**src/dcip_node.sv**
```systemverilog
package dcip_pkg;
  // -----------------------------------------------------------------
  // Widths, counts and timing of the acknowledge cycle
  // -----------------------------------------------------------------
  localparam int unsigned VEC_W = 8;
  localparam int unsigned N_PERIPH_DEF = 4;
  localparam int unsigned CNT_W = 3;
  // Three base clocks of the fetch plus two inserted waits.
  localparam logic [2:0] ACK_T_BASE = 3'h3;
  localparam logic [2:0] ACK_WAITS = 3'h2;
  localparam logic [2:0] ACK_LAST = 3'(ACK_T_BASE + ACK_WAITS - 3'h1);
  localparam logic [2:0] IO_STB_FIRST = 3'h2;
  localparam logic [2:0] IO_STB_LAST = 3'h3;
  localparam logic [2:0] CNT_RST = 3'h0;
  localparam logic [VEC_W-1:0] VEC_RST = 8'h00;
  localparam logic LATCH_RST = 1'b0;

  typedef enum logic [1:0] {
    ST_IDLE = 2'b01,
    ST_ACK = 2'b10
  } dcip_state_e;
endpackage

module dcip_node (
  // Clock and reset
  input wire logic clk_sys_i,
  input wire logic rst_n_i,
  input wire logic ce_i,
  // Peripheral side
  input wire logic req_i,
  input wire logic [dcip_pkg::VEC_W-1:0] vec_i,
  // Chain
  input wire logic chain_enable_in_i,
  output logic chain_enable_out_o,
  // Processor side
  input wire logic ack_i,
  input wire logic ack_commit_i,
  input wire logic service_done_i,
  output logic irq_o,
  output logic vec_drive_o,
  output logic [dcip_pkg::VEC_W-1:0] vec_o
);
  typedef struct packed {
    logic pend;
    logic svc;
  } dcip_node_s;

  dcip_node_s q, d;

  always_comb begin
    d = q;
    if (ack_commit_i && chain_enable_in_i && q.pend) begin
      d.svc = 1'b1;
      d.pend = 1'b0;
    end
    if (service_done_i && chain_enable_in_i && q.svc) begin
      d.svc = 1'b0;
    end
    // A new event in the commit cycle stays pending: the set wins.
    if (req_i) begin
      d.pend = 1'b1;
    end
  end

  always_ff @(posedge clk_sys_i) begin
    if (!rst_n_i) begin
      q <= '0;
    end else if (ce_i) begin
      q <= d;
    end
  end

  // Pending also blocks, so a lower device cannot answer the same acknowledge.
  assign chain_enable_out_o = chain_enable_in_i && !q.pend && !q.svc;
  assign irq_o = q.pend && chain_enable_in_i;
  assign vec_drive_o = ack_i && chain_enable_in_i && q.pend;
  assign vec_o = vec_drive_o ? vec_i : dcip_pkg::VEC_RST;
endmodule

```
**src/dcip_top.sv**
```systemverilog
// Function
// - Each chain node has an enable input and an enable output that feeds the next lower node.
// - Priority follows position, the first node ranking highest.
// - Among simultaneous requesters only the highest one is selected.
// - A node that has raised a request keeps its enable output low until its service ends.
// - When service ends and no request of its own is pending or arriving, the node raises its enable output again.
// - Pending requests and requests arriving during service are queued, not dropped.
// - Two accept latches, main and shadow; only main gates acceptance of maskable requests, and shadow holds a copy of it.
// - A maskable request is acknowledged by a fetch cycle with the I/O strobe instead of the memory strobe and two waits.
// - Nodes share the maskable request line as a wired-OR.
// - Both request lines are sampled at the clock that ends an instruction.
module dcip_top #(
  parameter int unsigned N_PERIPH = dcip_pkg::N_PERIPH_DEF
) (
  // Clock and reset
  input wire logic clk_sys_i,
  input wire logic rst_n_i,
  input wire logic ce_i,
  // Peripherals
  input wire logic [N_PERIPH-1:0] periph_req_i,
  input wire logic [N_PERIPH*dcip_pkg::VEC_W-1:0] periph_vec_i,
  input wire logic chain_enable_head_i,
  output logic chain_enable_out_o,
  // Core instruction events
  input wire logic instr_end_i,
  input wire logic nmi_i,
  input wire logic enable_irq_i,
  input wire logic disable_irq_i,
  input wire logic retn_i,
  input wire logic reti_i,
  input wire logic mem_req_core_i,
  // Bus strobes
  output logic opcode_fetch_cycle_o,
  output logic io_request_strobe_o,
  output logic memory_request_strobe_o,
  // Status and results
  output logic irq_line_o,
  output logic irq_accept_latch_main_o,
  output logic irq_accept_latch_shadow_o,
  output logic nmi_take_o,
  output logic vector_valid_o,
  output logic [dcip_pkg::VEC_W-1:0] vector_o
);
  localparam int unsigned VW = dcip_pkg::VEC_W;

  if (N_PERIPH < 1) begin : g_chk
    $error("N_PERIPH must be at least one");
  end

  typedef struct packed {
    dcip_pkg::dcip_state_e st;
    logic [dcip_pkg::CNT_W-1:0] cnt;
    logic main;
    logic shadow;
    logic [VW-1:0] vec;
    logic vec_valid;
    logic nmi_take;
  } dcip_top_s;

  dcip_top_s q, d;

  logic [N_PERIPH:0] chain;
  logic [N_PERIPH-1:0] irq;
  logic [N_PERIPH-1:0] drive;
  logic [VW-1:0] node_vec [N_PERIPH];
  logic [VW-1:0] bus_vec;
  logic int_line;
  logic in_ack;
  logic ack_strobe;
  logic ack_commit;
  logic take_int;

  // -----------------------------------------------------------------
  // Priority chain
  // -----------------------------------------------------------------
  // The head enable is an input so a larger chain can be cascaded.
  assign chain[0] = chain_enable_head_i;

  for (genvar i = 0; i < N_PERIPH; i++) begin : g_node
    dcip_node u_node (
      .clk_sys_i(clk_sys_i),
      .rst_n_i(rst_n_i),
      .ce_i(ce_i),
      .req_i(periph_req_i[i]),
      .vec_i(periph_vec_i[i*VW +: VW]),
      .chain_enable_in_i(chain[i]),
      .chain_enable_out_o(chain[i+1]),
      .ack_i(ack_strobe),
      .ack_commit_i(ack_commit),
      .service_done_i(reti_i),
      .irq_o(irq[i]),
      .vec_drive_o(drive[i]),
      .vec_o(node_vec[i])
    );
  end

  // Only one node can drive, so an OR of the gated vectors is the bus.
  always_comb begin
    bus_vec = '0;
    for (int i = 0; i < N_PERIPH; i++) begin
      bus_vec = bus_vec | node_vec[i];
    end
  end

  assign int_line = |irq;
  assign chain_enable_out_o = chain[N_PERIPH];

  // -----------------------------------------------------------------
  // Acceptance and acknowledge sequencing
  // -----------------------------------------------------------------
  assign in_ack = (q.st == dcip_pkg::ST_ACK);
  assign ack_strobe = in_ack && (q.cnt >= dcip_pkg::IO_STB_FIRST)
      && (q.cnt <= dcip_pkg::IO_STB_LAST);
  assign ack_commit = in_ack && (q.cnt == dcip_pkg::IO_STB_LAST);
  assign take_int = (q.st == dcip_pkg::ST_IDLE) && instr_end_i && !nmi_i && int_line && q.main;

  always_comb begin
    d = q;
    d.vec_valid = 1'b0;
    d.nmi_take = 1'b0;
    unique case (q.st)
      dcip_pkg::ST_IDLE: begin
        if (enable_irq_i) begin
          d.main = 1'b1;
          d.shadow = 1'b1;
        end
        if (disable_irq_i) begin
          d.main = 1'b0;
          d.shadow = 1'b0;
        end
        if (retn_i) begin
          d.main = q.shadow;
        end
        // The lines are looked at only on the closing clock of an instruction.
        if (instr_end_i && nmi_i) begin
          d.nmi_take = 1'b1;
          d.shadow = q.main;
          d.main = 1'b0;
        end else if (take_int) begin
          d.st = dcip_pkg::ST_ACK;
          d.cnt = dcip_pkg::CNT_RST;
          d.main = 1'b0;
          d.shadow = 1'b0;
        end
      end
      dcip_pkg::ST_ACK: begin
        d.cnt = q.cnt + 3'h1;
        if (q.cnt == dcip_pkg::IO_STB_LAST) begin
          d.vec = bus_vec;
        end
        if (q.cnt == dcip_pkg::ACK_LAST) begin
          d.st = dcip_pkg::ST_IDLE;
          d.vec_valid = 1'b1;
        end
      end
    endcase
  end

  always_ff @(posedge clk_sys_i) begin
    if (!rst_n_i) begin
      q.st <= dcip_pkg::ST_IDLE;
      q.cnt <= dcip_pkg::CNT_RST;
      q.main <= dcip_pkg::LATCH_RST;
      q.shadow <= dcip_pkg::LATCH_RST;
      q.vec <= dcip_pkg::VEC_RST;
      q.vec_valid <= 1'b0;
      q.nmi_take <= 1'b0;
    end else if (ce_i) begin
      q <= d;
    end
  end

  assign opcode_fetch_cycle_o = in_ack;
  assign io_request_strobe_o = ack_strobe;
  assign memory_request_strobe_o = mem_req_core_i && !in_ack;
  assign irq_line_o = int_line;
  assign irq_accept_latch_main_o = q.main;
  assign irq_accept_latch_shadow_o = q.shadow;
  assign nmi_take_o = q.nmi_take;
  assign vector_valid_o = q.vec_valid;
  assign vector_o = q.vec;
endmodule

```
**config.mk**
```make
export PLATFORM = sky130hd
export DESIGN_NAME = dcip_top
export DESIGN_NICKNAME = d
export VERILOG_FILES = /design/src/dcip_node.sv /design/src/dcip_top.sv
export SDC_FILE = /design/constraint.sdc
export NUM_CORES = 1
export LEC_CHECK = 0
export BUFFER_PORTS_ARGS = -buffer_cell sky130_fd_sc_hd__buf_2
export CAP_MARGIN = 20
export CORE_MARGIN = 4
export CORE_UTILIZATION = 49
export DETAILED_ROUTE_END_ITERATION = 16
export PLACE_DENSITY_LB_ADDON = 0.08
export SETUP_SLACK_MARGIN = 0.05
export SYNTH_ARGS = -nofsm -noshare
export SYNTH_HDL_FRONTEND = slang
export SYNTH_SLANG_ARGS = --single-unit
```
**constraint.sdc**
```tcl
create_clock -name clk_sys_i -period 1.9 [get_ports clk_sys_i]
set_clock_uncertainty 0.15 [all_clocks]
set_input_delay 0.285 -clock clk_sys_i [delete_from_list [all_inputs] [get_ports clk_sys_i]]
set_output_delay 0.285 -clock clk_sys_i [all_outputs]
set_load 0.1 [all_outputs]
```
==> key figures <==
Final layout
  • Share of cells above drive strength 1: 41.4%
  • Commonest non-fill, non-tap cell in the layout: buf_2
  • # diodes: 0
  • Final Instance Area: 2240 um^2
  • Area Overhead vs Synth: 35.6%
  • Nets: 330
  • Final std cells w/o fill: 322
  • Most frequent cells in the layout: 58 x buf_2, 36 x nand2_1, 20 x buf_4
  • Final-layout fill cell count: 260

Drt
  • Drt drc: 0
  • DR vias: 1721
  • WL per Instance: 13.1 um
  • Final ANT Viol Nets: 0
  • Initial DRC count: 113
  • Drt pass-1 iters: 4
  • Final WL: 4200 um
  • Vias per cell: 5.34

Critical path
  • Delay-heaviest family, CP: adder cells
  • Required @ worst endpoint: 1.46 ns
  • Worst Setup End Kind: output port
  • Crit-path slowest cell: dfxtp_2
  • Max Fanout on Critical Path: 5
  • Largest stage delay, worst path: 0.37 ns
  • WP buf/inv: 2
  • CP Cell Sequence: ha_1, ha_1, o211ai_1, inv_4, buf_12
  • WP data arrival: 1.67 ns
  • Critical Path Most Common Cell: ha_1
  • Crit path launch type: register
  • CP Class: register to output port

Timing
  • Fin crit period: 2.11 ns
  • Final hold violations: 0
  • Fmax: 475 MHz
  • RSZ-0062 raised after global routing: yes
  • Slew Limit Fails: 0
  • Period utilisation layout: 111%
  • Count of final setup violators: 2
  • Post-layout worst setup margin: -0.205 ns
  • Worst-Margin Slew: 0.493 ns
  • Total negative slack: -0.276 ns
  • Max_slew headroom: 67.4%

Clock network
  • CTS Buffer Depth: 2
  • CTS tree: done
  • Clock tree sinks: 25
  • Post-CTS Hold Fix Bufs: 0
  • H-tree Lvls: 1
  • CTS buffer count: 3
  • CTS clk-pin slew, worst paths: 0.15 ns
  • Clk_lat worst skew: 0.33 ns
  • Root Buffer Master: clkbuf_4

Place
  • Routability cong.: 0.806
  • Buffers on Ports: 63
  • Detailed placement HPWL: 3200 um
  • Dpl cell area: 2050 um^2
  • Setup WS pre-CTS: -0.0124 ns
  • Placed insts: 308

Logic synthesis
  • Area share of the largest cell type after synthesis: 30.3%
  • Seq cells post-synth: 25
  • Synth Instances: 210
  • Synth area leaders: dfxtp_1 30%, nand2_1 8.6%, o21ai_0 5.2%
  • Fraction of registers with async set or reset after synthesis: 0%
  • Post-synth EDFFs: 0
  • Netlist cell types: 46
  • Synth Area per Inst: 7.86 um^2
  • Cell Area, Synth: 1650 um^2
  • Seq/Total Area, Yosys: 30.3%
  • Primary FF master, synth: dfxtp_1
  • Yosys warns: 0
  • Syn Nets: 261
  • Cell taking the most area after synthesis: dfxtp_1

Global routing
  • Initial antenna violation count: 0
  • Gr ovfl total: 0
  • Number of global-route vias before repair: 1645
  • Total GRT Usage: 20.0%
  • First-pass GRT wire length: 7020 um
  • Largest net degree at the start of global routing: 26

Status
  • Outcome: complete, but fails checks
  • Failing checks: setup timing

Power
  • Leak Pwr: 0.975 nW
  • Power Total: 1.10 mW
  • Pwr Density: 493 nW/um^2
  • Max VDD drop: 479 uV

Floorplan
  • DIE HEIGHT: 66.0 um
  • IO Pins: 64
  • FP Rows: 20
  • Core footprint: 3130 um^2
  • Die width: 66.0 um
  • Die area: 4360 um^2
  • Starting Density: 52.8%

Job
  • Maxcap violations: 0

Min path
  • HP Class: input pin to register
-- cell families after synthesis --
family / share of synthesized area, %
DFF: 30.3
and+or+nand+nor: 30.6
adders and majority gates: 3.03
AOI/OAI and AO/OA: 27.4
buffers and inverters: 8.64
-- cells in the mapped netlist, drive strengths merged (2+ instances only) --
cell	number
a21bo	2
a21boi	5
a21oi	2
a22o	8
a22oi	4
a31o	2
a31oi	12
a32oi	2
and2	2
and3	6
buf	15
clkbuf	4
dfxtp	25
ha	4
inv	6
nand2	38
nand2b	12
nand3	4
nand4	6
nor2	7
nor2b	10
nor3b	2
o21ai	19
or3	2
-- metal layers --
layer | global-route usage [%] | vias to the layer above | part of all wire (%)
li1 | - | 886 | -
met5 | 0 | - | 0
met3 | 3.91 | 2 | 5.9
met2 | 36.5 | 51 | 50
met1 | 25.0 | 782 | 44
met4 | 2.28 | 0 | 0.45
-- power by group --
group | leakage (nW) | internal [mW] | switching, mW
Combinational | 0.754 | 0.137 | 0.165
Clock | 0.0139 | 0.0807 | 0.175
Sequential | 0.208 | 0.532 | 0.0137
-- state kept, by name (all words and copies together), names as in the netlist --
name	flops
nmi_take_o	1
irq_accept_latch_main_o	1
vector_valid_o	1
g_node.u_node.q	8
irq_accept_latch_shadow_o	1
vector_o	8
q	5
-- worst register-to-register path: stages, from the launching register on --
cell and delay (ns):
dfxtp_4 0.38, buf_4 0.15, nand2b_4 0.07, o311ai_4 0.11
buf_4 0.15, buf_4 0.14, a21boi_4 0.16, a32oi_1 0.10
o2111a_1 0.26
-- path summary, 6_finish.rpt --
kind | from | to | slack, ns | cells after the start
max | q[13] | io_request_strobe_o | -0.21 | 5
min | periph_vec_i[27] | vector_o[3] | 0.03 | 3
max reg2reg | g_node[0].u_node.q[0] | irq_accept_latch_shadow_o | 0.12 | 8
min reg2reg | nmi_take_o | nmi_take_o | 0.33 | 2
-- through the flow --
step,util [%],hold slack [ns]
floorplan,-,0.273
global placement,65.5,0.298
detailed placement,65.5,0.321
CTS,69.9,0.0204
global route,71.6,0.0118
finish,71.6,0.0343
-- area by class of cell --
type | instances | area (um^2) | area share [%]
clock buffers | 3 | 22.5 | 1.01
clock inverters | 1 | 7.51 | 0.335
inverters | 6 | 25.0 | 1.12
multi-input cells | 160 | 1090 | 48.5
flip-flops and latches | 25 | 519 | 23.2
well taps | 44 | 55.1 | 2.46
repair buffers | 83 | 523 | 23.4
-- what timing repair did --
action / CTS / global route
resized for setup: 17 / 8
pin swaps: 6 / 13
endpoints found under the setup margin: 5 / 14
buffers inserted: 8 / 2
Note: power is estimated with default switching activity, not from simulation.
